### src/dmc_pkg.sv
// Package with register layout, field positions and timing constants for the mode register block
`default_nettype none
package dmc_pkg;
    localparam logic [7:0]  DEVICE_MODE_CONFIG_OFS = 8'hd1;
    localparam logic [7:0]  UNIT_SERIAL_TEXT_OFS   = 8'h9e;
    localparam logic [15:0] MODE_RESET_VAL         = 16'h0000;
    localparam logic [15:0] MODE_WRITE_MASK        = 16'hfcdc;
    localparam int          ROLE_HI                = 15;
    localparam int          ROLE_LO                = 14;
    localparam int          ALERT_BIT              = 13;
    localparam int          SEQ_BIT                = 12;
    localparam int          SRST_BIT               = 11;
    localparam int          LOCK_BIT               = 10;
    localparam int          ADCT_HI                = 7;
    localparam int          ADCT_LO                = 6;
    localparam int          FIGN_BIT               = 4;
    localparam int          AVG_HI                 = 3;
    localparam int          AVG_LO                 = 2;
    localparam int          CLK_MHZ                = 20;
    localparam int          GUARD_WINDOW_MS        = 8;
    localparam int          GUARD_WINDOW_CYC       = GUARD_WINDOW_MS * 1000 * CLK_MHZ;
    localparam int          GUARD_CNT_W            = 18;
    localparam logic [31:0] PASSWORD_RESET_VAL     = 32'h3130_3130;
    localparam int          LOCK_LIMIT             = 256;
    localparam logic [1:0]  ROLE_SINGLE            = 2'h0;
    localparam logic [1:0]  ROLE_SLAVE             = 2'h1;
    localparam logic [1:0]  ROLE_MASTER_LATCH      = 2'h2;
    localparam logic [1:0]  ROLE_MASTER_RETRY      = 2'h3;
    localparam logic [3:0]  HOST_STAT_OFS          = 4'h0;
    localparam logic [3:0]  HOST_CMD_OFS           = 4'h1;
    localparam logic [3:0]  HOST_DATA_OFS          = 4'h2;
    localparam logic [3:0]  HOST_RDATA_OFS         = 4'h3;
    localparam logic [3:0]  HOST_LOCKCNT_OFS       = 4'h4;
    localparam logic [3:0]  HOST_OFS_RESET         = 4'h0;
endpackage : dmc_pkg
`default_nettype wire

### src/dmc_if.sv
// Interface joining the host end and the device end of the mode register access path
`timescale 1ns/1ns
`default_nettype none
interface dmc_if;
    logic        req;
    logic        wr;
    logic [7:0]  cmd;
    logic [31:0] wdata;
    logic [31:0] rdata;
    logic        ack;
    logic        alert_n;
    modport device (input req, input wr, input cmd, input wdata, output rdata, output ack,
                    output alert_n);
    modport host (output req, output wr, output cmd, output wdata, input rdata, input ack,
                  input alert_n);
endinterface : dmc_if
`default_nettype wire

### src/dmc_device.sv
// Device end: mode configuration register, guarded actions and password lock
//
// Contract
// - Bits 15:14 decode the group sequencing role
// - Host avoids cascaded secondary group across devices; the host forwards the role bits 15:14 without any check
// - Alert works only while bit 13 set
// - Bit 12 picks time or event sequencing
// - Soft reset on 1,0,1 within 8 ms
// - Lock on 1,0,1 within 8 ms
// - Correct password unlock clears lock bit
// - Host locks/unlocks at most 256 times; the host counts only lock-bit mode writes, not unlocks
// - Bits 9:8 and 5 read as zero
// - Bits 7:6 set conversion time 1-8 us
// - Host avoids rewrites while supplies operate
// - Bit 4 gates fault input shutdown
// - Bits 3:2 set averaging 1-8 samples
// - Upper serial bytes are the password
`timescale 1ns/1ns
`default_nettype none
module dmc_device (
    input  wire logic        core_clk,
    input  wire logic        nrst,
    dmc_if.device            bus,
    input  wire logic        fault_pin_n,
    input  wire logic        alert_event,
    input  wire logic        unlock_req,
    input  wire logic [31:0] unlock_key,
    output logic [1:0]       group_sequencing_role,
    output logic             cascade_master,
    output logic             cascade_retry,
    output logic             cascade_slave,
    output logic             sequencing_method_select,
    output logic [3:0]       adc_time_us,
    output logic [3:0]       avg_samples,
    output logic             global_shutdown,
    output logic             soft_reset_pulse,
    output logic             locked
);
    ////////////////////////////////////////////////////////////////////////
    logic [15:0] mode_ff;
    logic [15:0] nxt_mode;
    logic [63:0] serial_ff;
    logic        ack_ff;
    logic [31:0] rdata_ff;
    logic        alert_n_ff;
    logic        lock_state_ff;
    logic        srst_ff;
    logic [1:0]  fault_sync_ff;
    logic        wr_mode;
    logic        wr_serial;
    logic [1:0]  guard_fire;

    assign wr_mode   = bus.req && bus.wr && (bus.cmd == dmc_pkg::DEVICE_MODE_CONFIG_OFS);
    assign wr_serial = bus.req && bus.wr && (bus.cmd == dmc_pkg::UNIT_SERIAL_TEXT_OFS);

    ////////////////////////////////////////////////////////////////////////
    // One guard detector per action bit: 0 soft reset, 1 lock
    genvar g;
    generate
        for (g = 0; g < 2; g++) begin : gen_guard
            localparam int BITPOS = (g == 0) ? dmc_pkg::SRST_BIT : dmc_pkg::LOCK_BIT;
            logic [1:0]                   stage_ff;
            logic [dmc_pkg::GUARD_CNT_W-1:0] cnt_ff;
            logic                         wbit;
            logic                         expired;
            assign wbit    = bus.wdata[BITPOS];
            assign expired = (cnt_ff == dmc_pkg::GUARD_CNT_W'(dmc_pkg::GUARD_WINDOW_CYC));
            assign guard_fire[g] = wr_mode && wbit && (stage_ff == 2'h2) && !expired;
            always_ff @(posedge core_clk or negedge nrst) begin
                if (!nrst) begin
                    stage_ff <= 2'h0;
                    cnt_ff   <= '0;
                end else if (wr_mode && (stage_ff == 2'h0 || expired) && wbit) begin
                    stage_ff <= 2'h1;
                    cnt_ff   <= '0;
                end else if (expired || guard_fire[g]) begin
                    stage_ff <= 2'h0;
                    cnt_ff   <= '0;
                end else if (stage_ff != 2'h0) begin
                    cnt_ff <= cnt_ff + 1'b1;
                    if (wr_mode && stage_ff == 2'h1 && !wbit)
                        stage_ff <= 2'h2;
                end
            end
        end
    endgenerate

    ////////////////////////////////////////////////////////////////////////
    always_comb begin
        nxt_mode = mode_ff;
        if (wr_mode)
            nxt_mode = bus.wdata[15:0] & dmc_pkg::MODE_WRITE_MASK;
        if (unlock_req && lock_state_ff && unlock_key == serial_ff[63:32])
            nxt_mode[dmc_pkg::LOCK_BIT] = 1'b0;
    end

    always_ff @(posedge core_clk or negedge nrst) begin
        if (!nrst) begin
            mode_ff   <= dmc_pkg::MODE_RESET_VAL;
            serial_ff <= {dmc_pkg::PASSWORD_RESET_VAL, dmc_pkg::PASSWORD_RESET_VAL};
        end else if (srst_ff) begin
            mode_ff   <= dmc_pkg::MODE_RESET_VAL;
        end else begin
            mode_ff <= nxt_mode;
            if (wr_serial)
                serial_ff <= {bus.wdata, serial_ff[31:0]};
        end
    end

    always_ff @(posedge core_clk or negedge nrst) begin
        if (!nrst) begin
            lock_state_ff <= 1'b0;
            srst_ff       <= 1'b0;
        end else begin
            srst_ff <= guard_fire[0];
            if (srst_ff)
                lock_state_ff <= 1'b0;
            else if (guard_fire[1])
                lock_state_ff <= 1'b1;
            else if (unlock_req && lock_state_ff && unlock_key == serial_ff[63:32])
                lock_state_ff <= 1'b0;
        end
    end

    ////////////////////////////////////////////////////////////////////////
    always_ff @(posedge core_clk or negedge nrst) begin
        if (!nrst) begin
            ack_ff        <= 1'b0;
            rdata_ff      <= '0;
            alert_n_ff    <= 1'b1;
            fault_sync_ff <= 2'h3;
        end else begin
            ack_ff        <= bus.req;
            fault_sync_ff <= {fault_sync_ff[0], fault_pin_n};
            alert_n_ff    <= !(alert_event && mode_ff[dmc_pkg::ALERT_BIT]);
            if (bus.req && !bus.wr)
                rdata_ff <= (bus.cmd == dmc_pkg::DEVICE_MODE_CONFIG_OFS)
                            ? {16'h0000, mode_ff} : 32'h0000_0000;
        end
    end

    assign bus.ack     = ack_ff;
    assign bus.rdata   = rdata_ff;
    assign bus.alert_n = alert_n_ff;

    assign group_sequencing_role    = mode_ff[dmc_pkg::ROLE_HI:dmc_pkg::ROLE_LO];
    assign cascade_slave  = (group_sequencing_role == dmc_pkg::ROLE_SLAVE);
    assign cascade_master = (group_sequencing_role == dmc_pkg::ROLE_MASTER_LATCH) ||
                            (group_sequencing_role == dmc_pkg::ROLE_MASTER_RETRY);
    assign cascade_retry  = (group_sequencing_role == dmc_pkg::ROLE_MASTER_RETRY);
    assign sequencing_method_select = mode_ff[dmc_pkg::SEQ_BIT];
    assign adc_time_us = 4'h1 << mode_ff[dmc_pkg::ADCT_HI:dmc_pkg::ADCT_LO];
    assign avg_samples = 4'h1 << mode_ff[dmc_pkg::AVG_HI:dmc_pkg::AVG_LO];
    assign global_shutdown  = !fault_sync_ff[1] && !mode_ff[dmc_pkg::FIGN_BIT];
    assign soft_reset_pulse = srst_ff;
    assign locked           = lock_state_ff;
endmodule : dmc_device
`default_nettype wire

### src/flat_wrapper.sv
// flat-port wrapper written by rule: the top's interface ports become plain ports
module dmc_device_flat 
  (core_clk, nrst, fault_pin_n, alert_event, unlock_req, unlock_key, group_sequencing_role, cascade_master, cascade_retry, cascade_slave, sequencing_method_select, adc_time_us, avg_samples, global_shutdown, soft_reset_pulse, locked, bus_req, bus_wr, bus_cmd, bus_wdata, bus_rdata, bus_ack, bus_alert_n);
  dmc_if bus_i ();
  input  wire logic core_clk;
  input  wire logic nrst;
  input  wire logic fault_pin_n;
  input  wire logic alert_event;
  input  wire logic unlock_req;
  input  wire logic [31:0] unlock_key;
  output logic [1:0] group_sequencing_role;
  output logic cascade_master;
  output logic cascade_retry;
  output logic cascade_slave;
  output logic sequencing_method_select;
  output logic [3:0] adc_time_us;
  output logic [3:0] avg_samples;
  output logic global_shutdown;
  output logic soft_reset_pulse;
  output logic locked;
  input wire logic [$bits(bus_i.req)-1:0] bus_req;
  input wire logic [$bits(bus_i.wr)-1:0] bus_wr;
  input wire logic [$bits(bus_i.cmd)-1:0] bus_cmd;
  input wire logic [$bits(bus_i.wdata)-1:0] bus_wdata;
  output wire logic [$bits(bus_i.rdata)-1:0] bus_rdata;
  output wire logic [$bits(bus_i.ack)-1:0] bus_ack;
  output wire logic [$bits(bus_i.alert_n)-1:0] bus_alert_n;
  assign bus_i.req = bus_req;
  assign bus_i.wr = bus_wr;
  assign bus_i.cmd = bus_cmd;
  assign bus_i.wdata = bus_wdata;
  assign bus_rdata = bus_i.rdata;
  assign bus_ack = bus_i.ack;
  assign bus_alert_n = bus_i.alert_n;
  dmc_device u_core (.core_clk(core_clk), .nrst(nrst), .bus(bus_i), .fault_pin_n(fault_pin_n), .alert_event(alert_event), .unlock_req(unlock_req), .unlock_key(unlock_key), .group_sequencing_role(group_sequencing_role), .cascade_master(cascade_master), .cascade_retry(cascade_retry), .cascade_slave(cascade_slave), .sequencing_method_select(sequencing_method_select), .adc_time_us(adc_time_us), .avg_samples(avg_samples), .global_shutdown(global_shutdown), .soft_reset_pulse(soft_reset_pulse), .locked(locked));
endmodule
### config.mk
export PLATFORM = sky130hd
export DESIGN_NAME = dmc_device_flat
export DESIGN_NICKNAME = d
export VERILOG_FILES = /design/src/dmc_pkg.sv /design/src/dmc_if.sv /design/src/dmc_device.sv /design/src/flat_wrapper.sv
export SDC_FILE = /design/constraint.sdc
export NUM_CORES = 1
export LEC_CHECK = 0
export ABC_AREA = 1
export ABC_CLOCK_PERIOD_IN_PS = 4400
export BUFFER_PORTS_ARGS = -buffer_cell sky130_fd_sc_hd__buf_2
export CORE_MARGIN = 4
export CORE_UTILIZATION = 30
export DETAILED_ROUTE_END_ITERATION = 6
export GPL_TIMING_DRIVEN = 0
export SYNTH_ARGS = -nofsm -noshare
export SYNTH_HDL_FRONTEND = slang
export SYNTH_SLANG_ARGS = --single-unit
### constraint.sdc
create_clock -name core_clk -period 4.4 [get_ports core_clk]
set_input_delay 0.88 -clock core_clk [delete_from_list [all_inputs] [get_ports core_clk]]
set_output_delay 0.88 -clock core_clk [all_outputs]
set_load 0.02 [all_outputs]
==> out/summary.md, run 1 <==
The run finished with clean final reports. The first global-routing pass estimated 23900 microns of wire. The tools report the max-cap check violation count as 0. The logs give 2 for the maximum buffer depth of the clock tree and 0 for the antenna diode count. In this run the remaining antenna-violating nets after routing total 0. Of all nets on the critical path, the largest fanout is 4.

The static leakage is 3.70 nW. STA puts the critical path data required time at 3.52 ns. For the first-pass iteration count of the detailed router, the log shows 6.

The tools report the met3 track demand over resource in global routing as 3.13%. Clock tree synthesis selected as its root buffer the cell clkbuf_16. During I/O placement, the number of pins put on the boundary was 130. Global routing used 22.0% of the available met2 tracks.

The worst path needs 2.06 ns of the cycle, external delays included. Buffers inserted during clock tree synthesis total 9. Of the available clock period, the critical path in the final layout requires 46.9%.

Once detailed placement completed, the half-perimeter wirelength came to 11400 microns. Grouping stages by cell kind, the critical path spends the most delay in flip-flops. For this run, asynchronously set or reset flops after synthesis account for 100%. For this run the aggregate overflow at the end of global routing stands at 0. For met1 alone, demand over resource in global routing was 18.1%.

The peak clock frequency supported by timing is 0.484 GHz, and the clock tree skew after final layout is 0.00887 ns. Measured along the x axis, the die boundary spans 148 microns. The tools report the area of the core as 19000 sq um. The most instantiated flip-flop cell in the synthesis netlist was dfrtp_1. The run gives 1141 as the non-filler instance count after layout. The worst setup path is captured at an output port. The largest single stage delay on the critical path is 0.42 ns. Final setup TNS: 0 ns. Across all layers, the routed design uses 5017 vias. Yosys printed 0 warnings. The run gives 4797 as the number of global-route vias before repair.

The setup path with the least slack is of type reg -> out. The worst slew margin relative to its limit came out at 50.8%. Once layout is complete, the utilization of the core stands at 37.6%. From synthesis to final layout, the design area changed by 22.1%.

The worst register-to-register path begins at u_core.gen_guard[0].cnt_ff[0]. TritonCTS built the clock tree. For the worst setup path, the data arrival time is 1.18 ns. Buffers added to address setup during post-CTS repair amount to 0.

The run gives 0.850 as the final weighted congestion in routability-driven placement. The tools report the end of the worst register-to-register path as u_core.gen_guard[0].cnt_ff[7]. Die height: 148 microns. Source of the worst hold timing path: u_core.fault_sync_ff[0].

The ratio of cells with drive above 1 in the final layout came out at 24.7%. The cell with the largest stage delay on the worst path was dfrtp_1. After the first detailed-routing iteration, the DRC count stood at 243.

STA classifies the critical path startpoint as a register. The logs give 0 for the max-slew violation count and 43.1% for the sequential share of the synthesized area. After routing the design area is 7140 sq um. Summed over all layers, the routed wires come to 14600 microns. Measured in cells, the most critical reg-to-reg path has a length of 9. The overall track demand over capacity in global routing is 13.4%, and the number of enable flip-flop cells after synthesis is 0. The worst-skew pair later-pin latency was 0.36 ns; the average cell area after synthesis was 7.94 sq um. After the last flow step, the layout net total stands at 959.

The worst hold path passes through 0 cells. The clock-pin slew on the worst setup and hold paths is 0.08 ns. The row count is 50. The global routing stage identified its most utilized layer as met2. The cell count after synthesis came out at 736. Power spread over the standard cell area amounts to 287 nW/um^2.

Including well taps, the total number of placed cells is 1125. The tools report the die area as 21800 sq um. The initial antenna violation count was 1; the initial core utilization was 30.8%. The critical path goes through inv_1 > nor2_1 > buf_2.

Yosys mapped the design onto 41 distinct sky130hd cell types. Dividing the detail-routed wire length by the instance count gives 12.8 microns. The number of endpoints with negative hold slack in the final report is 0, and the number of vias per cell after detailed routing is 4.40. Across the VDD grid, the largest voltage drop is 0.206 mV. Clock tree synthesis found a total of 100 sinks.

The terminating pin of the worst hold path was u_core.fault_sync_ff[1]. The worst-margin pin slew was 0.738 ns. For this run, design rule violations remaining after detail routing come to 0.

The port buffer count came out at 108. Setup repair after global routing left no endpoint under its margin. The setup check on the worst reg-to-reg path leaves a slack of 2.73 ns. The number of H-tree branching levels is 3, and the flip-flop and latch count after synthesis is 100. Setup violations remaining at the end of the flow were counted as 0. Path type of the worst min-delay path: reg -> reg.

Counting both buffers and inverters, the worst setup path holds a total of 2. The overall power of the completed layout was 2.05 mW; the number of fill cells was 2003. The tools report the count of instances resized after the clock tree is built as 0. The tools report the standard cell area after detailed placement as 6820 sq um. Buffers inserted to repair hold after CTS numbered 0.

The cell area that synthesis handed to floorplanning was 5850 sq um. The maximum number of pins on one net before global-route repair was 59.
==> how the worst max path moves through the flow <==
stage / from / to / slack, ns / cells after the start
after global placement: nrst / u_core.serial_ff[62] / 1.35 / 1
final: u_core.mode_ff[2] / avg_samples[1] / 2.34 / 3
after global routing: u_core.mode_ff[2] / avg_samples[1] / 2.22 / 3
after detailed placement: bus_cmd[5] / u_core.gen_guard[0].cnt_ff[7] / 2.06 / 11
after CTS: u_core.mode_ff[2] / avg_samples[1] / 2.30 / 3
after floorplan: bus_cmd[5] / u_core.gen_guard[0].cnt_ff[16] / 2.49 / 10
==> logic make-up after synthesis <==
kind of cell	after synthesis	share of synthesized area [%]
simple gates	354	27.8
buf+inv	165	12.5
flops	100	43.1
compound gates	65	6.59
xor+xnor	26	3.90
mux	21	5.20
fa+ha+maj	4	0.856
other cells	1	0.0642
==> cells in the final DEF, fill, tap and decap left out, types with 21 or more instances in the layout <==
master and n:
nand2_1 155, inv_1 124, buf_2 111, nor2_1 93, dfrtp_1 87, nand3_1 38, o21ai_0 27, nand4_1 25
buf_4 24, conb_1 21
==> where the power goes <==
group / internal [mW] / total, mW / switching (mW)
sequential: 0.947 / 0.970 / 0.0228
clock: 0.418 / 0.840 / 0.422
combinational: 0.102 / 0.238 / 0.136
total: 1.47 / 2.05 / 0.581
==> layer usage <==
metal	up-vias	part of all wire, %
met1	2312	47
met3	11	5.6
li1	2562	-
met4	2	0.88
met2	130	47
met5	-	0.14
==> Yosys cell counts (3+ instances only) <==
| master | instances | area share (%) |
|---|---|---|
| nand2_2 | 3 | 0.32 |
| nand3_1 | 38 | 3.3 |
| o22ai_1 | 9 | 0.96 |
| dfstp_2 | 13 | 5.8 |
| nand4_4 | 3 | 1.1 |
| xnor2_1 | 6 | 0.90 |
| nand4_1 | 25 | 2.7 |
| clkbuf_1 | 5 | 0.32 |
| nand2_1 | 155 | 10 |
| inv_1 | 124 | 8.0 |
| a21oi_1 | 12 | 1.0 |
| buf_4 | 23 | 3.0 |
| ha_1 | 4 | 0.86 |
| nor3_2 | 3 | 0.51 |
| inv_2 | 5 | 0.32 |
| o21ai_0 | 27 | 2.3 |
| nor3_1 | 15 | 1.3 |
| mux2_4 | 18 | 4.6 |
| xor2_1 | 20 | 3.0 |
| mux2_2 | 3 | 0.58 |
| o31ai_1 | 11 | 1.4 |
| nor2_1 | 93 | 6.0 |
| dfrtp_1 | 87 | 37 |
| nor2_2 | 5 | 0.54 |
| buf_2 | 4 | 0.34 |
| nand3b_1 | 4 | 0.51 |
==> flip-flops by register name (all words and copies together) (netlist names) <==
signal and cells:
u_core.bus.rdata 11, u_core.mode_ff 11, u_core.gen_guard.cnt_ff 36, u_core.locked 1, u_core.gen_guard.stage_ff 4, u_core.fault_sync_ff 2
u_core.serial_ff 32, u_core.bus.ack 1, u_core.bus.alert_n 1, u_core.soft_reset_pulse 1
==> layout make-up <==
type	count	area [sq um]	area share (%)
Multi-Input combinational cell	491	2670	37.4
Sequential cell	100	2520	35.3
Timing Repair Buffer	109	571	8.00
Inverter	131	497	6.96
Tap cell	260	325	4.56
Buffer	34	234	3.28
Clock buffer	9	225	3.16
Clock inverter	7	93.8	1.32
==> stage by stage <==
| step | hold WS [ns] | setup slack, ns |
|---|---|---|
| global route | 0.366 | 2.22 |
| CTS | 0.360 | 2.30 |
| detailed placement | 0.347 | 2.06 |
| global placement | 0.346 | 1.35 |
| floorplan | 0.345 | 2.49 |
| finish | 0.359 | 2.34 |
Note: power is estimated with default switching activity, not from simulation.
==> run 2, diff against run 1 <==
--- a/config.mk
+++ b/config.mk
@@ -6,7 +6,7 @@
 export NUM_CORES = 1
 export LEC_CHECK = 0
 export ABC_AREA = 1
-export ABC_CLOCK_PERIOD_IN_PS = 4400
+export ABC_CLOCK_PERIOD_IN_PS = 1700
 export BUFFER_PORTS_ARGS = -buffer_cell sky130_fd_sc_hd__buf_2
 export CORE_MARGIN = 4
 export CORE_UTILIZATION = 30
==> constraint.sdc (replaced) <==
create_clock -name core_clk -period 1.7 [get_ports core_clk]
set_input_delay 0.34 -clock core_clk [delete_from_list [all_inputs] [get_ports core_clk]]
set_output_delay 0.34 -clock core_clk [all_outputs]
set_load 0.02 [all_outputs]
==> run 2 against run 1 <==
Final area up 2.0%. Power rose to 2.6 times the previous value. Critical endpoint is now u_core.serial_ff[50]. Largest cell class unchanged. Global-route usage did not move. Final cell count is 0.70% higher. Sequential power grew to 2.6 times the previous value. Routed wire length increased by 0.63%. Combinational power increased to 2.8 times the previous value. Clock power grew to 2.6 times the previous value. First-iteration DRC count down 16%.
==> out/summary.md, run 2 (same netlist as run 1, synthesis figures left out) <==
The flow ran to the end, and the final reports show no timing, DRC or antenna violations. The startpoint identified for the worst register-to-register timing path is u_core.soft_reset_pulse. The worst setup path is launched from a register. Leaving out fill and tap cells, the most frequent cells in the layout are 155 x nand2_1, 119 x inv_1, 111 x buf_2, 92 x nor2_1, 87 x dfrtp_1.

Clock tree synthesis found a total of 100 sinks. STA classifies the critical path endpoint as a register. The logs give 0 for the residual antenna-violating net count after detailed routing and 50 for the row count. The logs give 0.10 ns for the setup slack of the most critical reg-to-reg path and 967 for the net count reported at finish. The number of buffers inserted for hold repair after clock tree synthesis was 0. Summing internal, switching and leakage power gives 5.37 mW. The power density over the cells is 737 nW/um^2, and the static leakage is 3.76 nW.

The ratio of cells with drive above 1 in the final layout works out to 27.0%. Leaving out fill and tap cells, the most frequent cell in the layout is nand2_1. The clock-pin slew on the worst setup and hold paths is 0.09 ns, and the number of endpoints with negative hold slack in the final report is 0. The data arrival time of the critical path was 1.84 ns; the die area was 21800 sq um.

The core region is 19000 sq um. The final weighted congestion in routability-driven placement was 0.850. Measured in cells, the most critical reg-to-reg path has a length of 6. The register with the most flip-flops in the layout has 36 of them. Together, buffers and inverters on the worst path number 2.

Among cell families on the critical path, the largest total delay comes from flip-flops. The first routing iteration left 203 violations. CTS placed an instance of clkbuf_16 at the clock tree root. The worst path setup slack after routing was 0.102 ns.

For this block, the via count after detailed routing is 5066. In the routed design, unresolved DRC markers number 0. The tools report the minimum hold slack as 0.0266 ns.

Among all stages on the critical path, the largest delay is contributed by dfrtp_1. The maximum buffer depth of the clock tree is 2, and the final wirelength is 14700 microns. Setup repair after global routing could not meet its margin everywhere. The peak fanout along the critical path is 10, and the initial core utilization is 30.8%. The max-cap check violation count came out at 0.

The most flop-heavy register was u_core.gen_guard.cnt_ff. The initial antenna violation count was 1. The first-pass iteration count of the detailed router is 4. In the final routed layout, each cell accounts on average for 12.8 microns. Across the routed clock network, the largest skew measured is 0.0127 ns. The overall track demand over capacity in global routing was 13.4%; the global-route wire length before repair was 23900 microns. The max-slew violation count was 0; the worst path required time was 1.94 ns. The worst hold path belongs to the class in -> async. In this run the critical register-to-register path is captured at u_core.serial_ff[50]. The critical path is of the reg -> reg type. The worst slew margin relative to its limit is 50.4%, and the number of fill cells is 1987. The HPWL after detailed placement is 11400 microns. Derived from the worst setup path, the maximum achievable clock frequency is 0.626 GHz. At the placement stage, the worst setup path has a slack of -0.102 ns. Ratio of final minimum period to clock period: 94.0%. The signal on the critical path passes through inv_4 > nand2_2 > nor2_2 > nand4_4 > buf_6 > mux2_4.

The clock tree synthesis step divided the H-tree into 3 levels. From synthesis to final layout, the design area changed by 24.5%. For the number of global-route vias before repair, the log shows 4797. The smallest clock period supported by the final layout is computed as 1.60 ns. For the antenna diode count, the log shows 0. At the pin with the least slew margin, the transition time is 0.743 ns. For the total congestion overflow, the log shows 0. Measured along the x axis, the die boundary spans 148 microns.

For the worst-skew pair, the clock arrives at the later sink with an insertion delay of 0.36 ns. TritonCTS created 9 clock buffers. The logs give 0 for the number of endpoints failing setup at the final stage and 130 for the total I/O pin count.

Entering global routing, the biggest net connects 59 pins. The largest registers in the layout are u_core.gen_guard.cnt_ff x36, u_core.serial_ff x32. Dividing the detail-routed via count by the number of cells gives 4.41.

In this run the tool buffered the top-level ports with 108 buffer cells. The peak supply drop came out at 0.534 mV. For this run, the slowest stage of the critical path takes 0.43 ns. TritonCTS built the clock tree. Die height: 148 microns.
-- run 2: changes by cell type in the layout (fill, tap and decap cells not counted), sizes merged --
| cell | change |
|---|---|
| buf | +8 |
-- run 2: metrics by stage --
stage	cell area (sq um)	cells	TNS [ns]	util, %
after CTS	7140	1141	0	37.6
final	7280	1149	0	38.4
after global routing	7280	1149	-0.0854	38.4
after floorplan	5920	756	0	-
after global placement	6790	1124	-73.30	35.8
after detailed placement	6820	1125	-0.693	36.0
-- run 2: routing by layer --
metal,track usage (%),wire (microns)
met5,0,20
met2,22.0,6870
met1,18.1,6820
met3,3.13,866
met4,2.84,151
-- run 2: repair_timing --
action | 4_1_cts | 5_1_grt
gates resized for setup | 0 | 26
endpoints found under the setup margin | 0 | 19
setup buffers | 0 | 8
-- run 2: final cells by class --
cell class	count	area, sq um	share of cell area [%]
clock buffers	9	225	3.09
plain buffers	34	234	3.22
repair buffers	117	631	8.67
multi-input cells	491	2750	37.8
well taps	260	325	4.47
inverters	131	499	6.86
flip-flops and latches	100	2520	34.6
clock inverters	7	93.8	1.29
-- run 2: worst max path at each step --
| stage | to | startpoint | cells past startpoint | slack (ns) |
|---|---|---|---|---|
| after detailed placement | u_core.gen_guard[0].cnt_ff[7] | bus_cmd[5] | 11 | -0.10 |
| final | u_core.serial_ff[50] | u_core.soft_reset_pulse | 6 | 0.10 |
| after CTS | u_core.gen_guard[0].cnt_ff[15] | u_core.gen_guard[0].cnt_ff[0] | 9 | 0.001 |
| after floorplan | u_core.serial_ff[41] | u_core.soft_reset_pulse | 6 | 0.15 |
| after global placement | u_core.serial_ff[62] | nrst | 1 | -0.81 |
| after global routing | u_core.gen_guard[0].cnt_ff[7] | u_core.gen_guard[0].cnt_ff[0] | 9 | -0.02 |
-- run 2: power breakdown --
part	switching [mW]	total, mW	leakage (nW)	internal, mW
sequential	0.0676	2.52	1.34	2.45
combinational	0.373	0.672	2.26	0.299
clock	1.09	2.18	0.156	1.08
==> run 3, diff against run 2 <==
--- a/config.mk
+++ b/config.mk
@@ -5,7 +5,6 @@
 export SDC_FILE = /design/constraint.sdc
 export NUM_CORES = 1
 export LEC_CHECK = 0
-export ABC_AREA = 1
 export ABC_CLOCK_PERIOD_IN_PS = 1700
 export BUFFER_PORTS_ARGS = -buffer_cell sky130_fd_sc_hd__buf_2
 export CORE_MARGIN = 4
==> run 3 against run 2 <==
The flow now finishes with violations (setup timing). First-iteration DRC count up 18%. Combinational power up 38%. Register-to-register slack worse by 0.13 ns. Via count down 23%. Critical endpoint is now u_core.gen_guard[0].cnt_ff[6]. Global-route usage about the same. Power up 3.8%. Clock power down 8%.
==> out/summary.md, run 3 <==
From synthesis to final layout, the design area changed by 32.2%. The area share of the largest cell type after synthesis was 43.0%; the netlist area before placement was 5070 sq um. For the worst path setup slack after routing, the log shows -0.0247 ns. Global-route wire length before repair: 19900 microns. The most instantiated flip-flop cell in the synthesis netlist is dfrtp_1.

The tools report the number of endpoints with negative hold slack in the final report as 0. Along the worst path, the maximum fanout reaches 5. The run gives 40.4% as the final cell utilization of the core. Counting the fill cells in the layout gives 1623.

The maximum buffer depth of the clock tree is 2, and the initial antenna violation count is 1. The tools report the data arrival time of the critical path as 1.95 ns. Peak clock frequency supported by timing: 0.580 GHz. The ratio of final minimum period to clock period came out at 101%.

The total congestion overflow was 0; the number of endpoints failing setup at the final stage was 16. The clock arrives with 0.00679 ns of skew. The share of async-settable or async-resettable flops after synthesis came out at 100%. The number of placed instances with taps included was 812; the worst path required time was 1.93 ns. For the worst-skew pair, the clock arrives at the later sink with an insertion delay of 0.34 ns. Leaving out fill and tap cells, the most frequent cell in the layout is buf_2. The clock-pin slew on the worst setup and hold paths works out to 0.06 ns. In this run the number of H-tree levels came out at 3. The number of global-route vias before repair was 3880; the TritonCTS buffer count was 9. Across the VDD grid, the largest voltage drop is 0.812 mV. Max-cap violations in this run came to 0. After detailed routing, the number of remaining DRC violations is 0. The synthesized design contains 100 register bits. The number of flip-flops under the largest register name was 36. The floorplan step set the die width to 138 microns.

The number of vias per cell after detailed routing is 4.58, and the overall track demand over capacity in global routing is 13.4%. The ratio of cells with drive above 1 in the final layout came out at 42.6%. dfrtp_1 takes more of the synthesized area than any other cell. The max-slew violation count was 0. The power density over the cells works out to 832 nW/um^2. STA classifies the critical path endpoint as a register. For the total I/O pin count, the log shows 130. For this run, the number of Yosys warnings is 0. The floorplan has 47 rows.

The worst setup path is launched from a register. After synthesis, flip-flops and latches occupy 49.7% of the total area. Most numerous cell in the Yosys netlist: dfrtp_1. The largest registers in the layout are u_core.gen_guard.cnt_ff x36, u_core.serial_ff x32. The critical path is of the reg -> reg type. Leaving out fill and tap cells, the most frequent cells in the layout are 109 x buf_2, 86 x dfrtp_1, 48 x buf_4, 39 x xnor2_1, 38 x nand2_1.

The minimum hold slack is 0.0951 ns. The final reports fail on setup timing. In this run, distinct cell masters in the synthesized netlist total 51. The first TritonRoute pass finished after 4 iterations. After synthesis, the cell types taking the most area are dfrtp_1 43%, mux2_2 6.9%, dfstp_2 6.7%, xnor2_1 6.7%, buf_4 4.4%. The die covers 19000 sq um. Net count reported at finish: 712. Synthesis produced 463 cells. Measured against its own limit, the worst slew margin works out to 57.3%.

The run gives 9530 microns as the sum of net half-perimeters after detailed placement. For this design the static power due to leakage is 3.19 nW. For this block, the routed nets add up to 13200 microns of wire. Final setup TNS: -0.204 ns. In this run the clock root is driven by a clkbuf_16. Counting instances in the post-synthesis netlist gives the leading cell types as 87 x dfrtp_1, 47 x nor2_1, 39 x xnor2_1, 38 x nand2_1, 31 x mux2_2. At the pin with the least slew margin, the transition time is 0.638 ns. Initial core utilization: 30.5%.

The detail-routed net length per standard cell is 15.4 microns. The average cell area after synthesis is 10.9 sq um, and the minimum period implied by the final worst setup slack is 1.72 ns. The total area inside the core boundary comes to 16600 sq um. TritonCTS built the clock tree. Ranked by flip-flop count, first place goes to u_core.gen_guard.cnt_ff.

The CTS sink count was 100; the iteration-0 DRC count of the detailed router was 240. The congestion estimate from routability-driven global placement came to 0.809. The run finished, with violations left.

The min-delay analysis places its worst path in the category in -> reg. Yosys mapped a number of flops with a built-in enable equal to 0. The residual antenna-violating net count after detailed routing is 0. Port buffer count: 108. Summing over every cut layer, the via total after detailed routing is 3919. Measured along the y axis, the die boundary spans 138 microns.

Leaving out filler cells and counting taps, the final layout contains 855. Setup repair after global routing could not meet its margin everywhere. Maximum number of pins on one net before global-route repair: 69.
## run 3: changes by cell type after synthesis, sizes merged, moves of 12 or more
cell	previous run	this run
nand3	40	11
xnor2	6	39
nor3	18	6
nor2	100	47
o21ai	29	10
inv	131	8
nand4	28	16
nand2	160	40
## run 3: power breakdown
part | switching, mW | internal (mW)
Sequential | 0.136 | 2.51
Clock | 0.864 | 1.13
Combinational | 0.462 | 0.462
Total | 1.46 | 4.11
## run 3: area by class of cell
class                           count  area (sq um)  share of cell area (%)
Timing Repair Buffer              135           779                    11.6
Clock buffer                       11           233                    3.47
Buffer                             39           295                    4.41
Multi-Input combinational cell    336          2510                    37.5
Tap cell                          220           275                    4.11
Inverter                            8          30.0                   0.448
Clock inverter                      5          52.6                   0.784
Sequential cell                   100          2520                    37.6
Antenna cell                        1          2.50                  0.0374
## run 3: worst paths after layout
check                                               from                             to  slack [ns]  cells past startpoint
setup / recovery           u_core.gen_guard[0].cnt_ff[1]  u_core.gen_guard[0].cnt_ff[6]       -0.02                      7
hold / removal                               fault_pin_n        u_core.fault_sync_ff[0]         0.1                      1
setup reg to reg           u_core.gen_guard[0].cnt_ff[1]  u_core.gen_guard[0].cnt_ff[6]       -0.02                      7
hold reg to reg                  u_core.fault_sync_ff[0]        u_core.fault_sync_ff[1]        0.36                      0
max in group asynchronous                           nrst           u_core.serial_ff[53]        0.46                      3
min in group asynchronous                           nrst  u_core.gen_guard[1].cnt_ff[8]        0.51                      2
## run 3: per-layer routing
| layer | wire length (microns) | part of all wire [%] | GRT usage (%) |
|---|---|---|---|
| met5 | 0 | 0 | 0 |
| met4 | 234 | 1.8 | 3.95 |
| met3 | 850 | 6.4 | 4.43 |
| met2 | 6900 | 52 | 22.4 |
| met1 | 5220 | 40 | 16.6 |
## run 3: kinds of logic (layout without fill, tap and decap cells)
family | Yosys count | after routing | synth area share [%]
AO/OA/AOI/OAI | 52 | 52 | 7.38
other | 1 | 22 | 0.0740
XOR/XNOR | 62 | 62 | 10.7
multiplexers | 32 | 32 | 7.11
AND/OR/NAND/NOR | 165 | 165 | 18.0
adder cells (fa/ha/maj) | 4 | 4 | 0.988
buffers and inverters | 47 | 198 | 6.05
flip-flops | 100 | 100 | 49.7
## run 3: worst max-delay path, stage by stage, from the launching register on
cell and delay [ns]:
dfrtp_1 0.42, inv_2 0.09, ha_4 0.13, nor4b_4 0.23, nand3_2 0.15, o32ai_4 0.34
buf_6 0.20, nor2_2 0.05
## run 3: timing repair
item,CTS,global route
setup buffers,11,13
pin swaps,6,22
hold endpoints to repair,32,0
gates resized for setup,15,33
endpoints found under the setup margin,66,61
hold buffers,1,0
gates cloned,1,0
## run 3: stage by stage
step | worst slack (ns) | total power [mW] | area (sq um)
after floorplan | -0.0392 | 3.13 | 5150
after global placement | -0.775 | 3.37 | 5970
after detailed placement | -0.513 | 3.41 | 6000
after CTS | -0.0416 | 5.52 | 6450
after global routing | -0.105 | 5.87 | 6700
final | -0.0247 | 5.57 | 6700
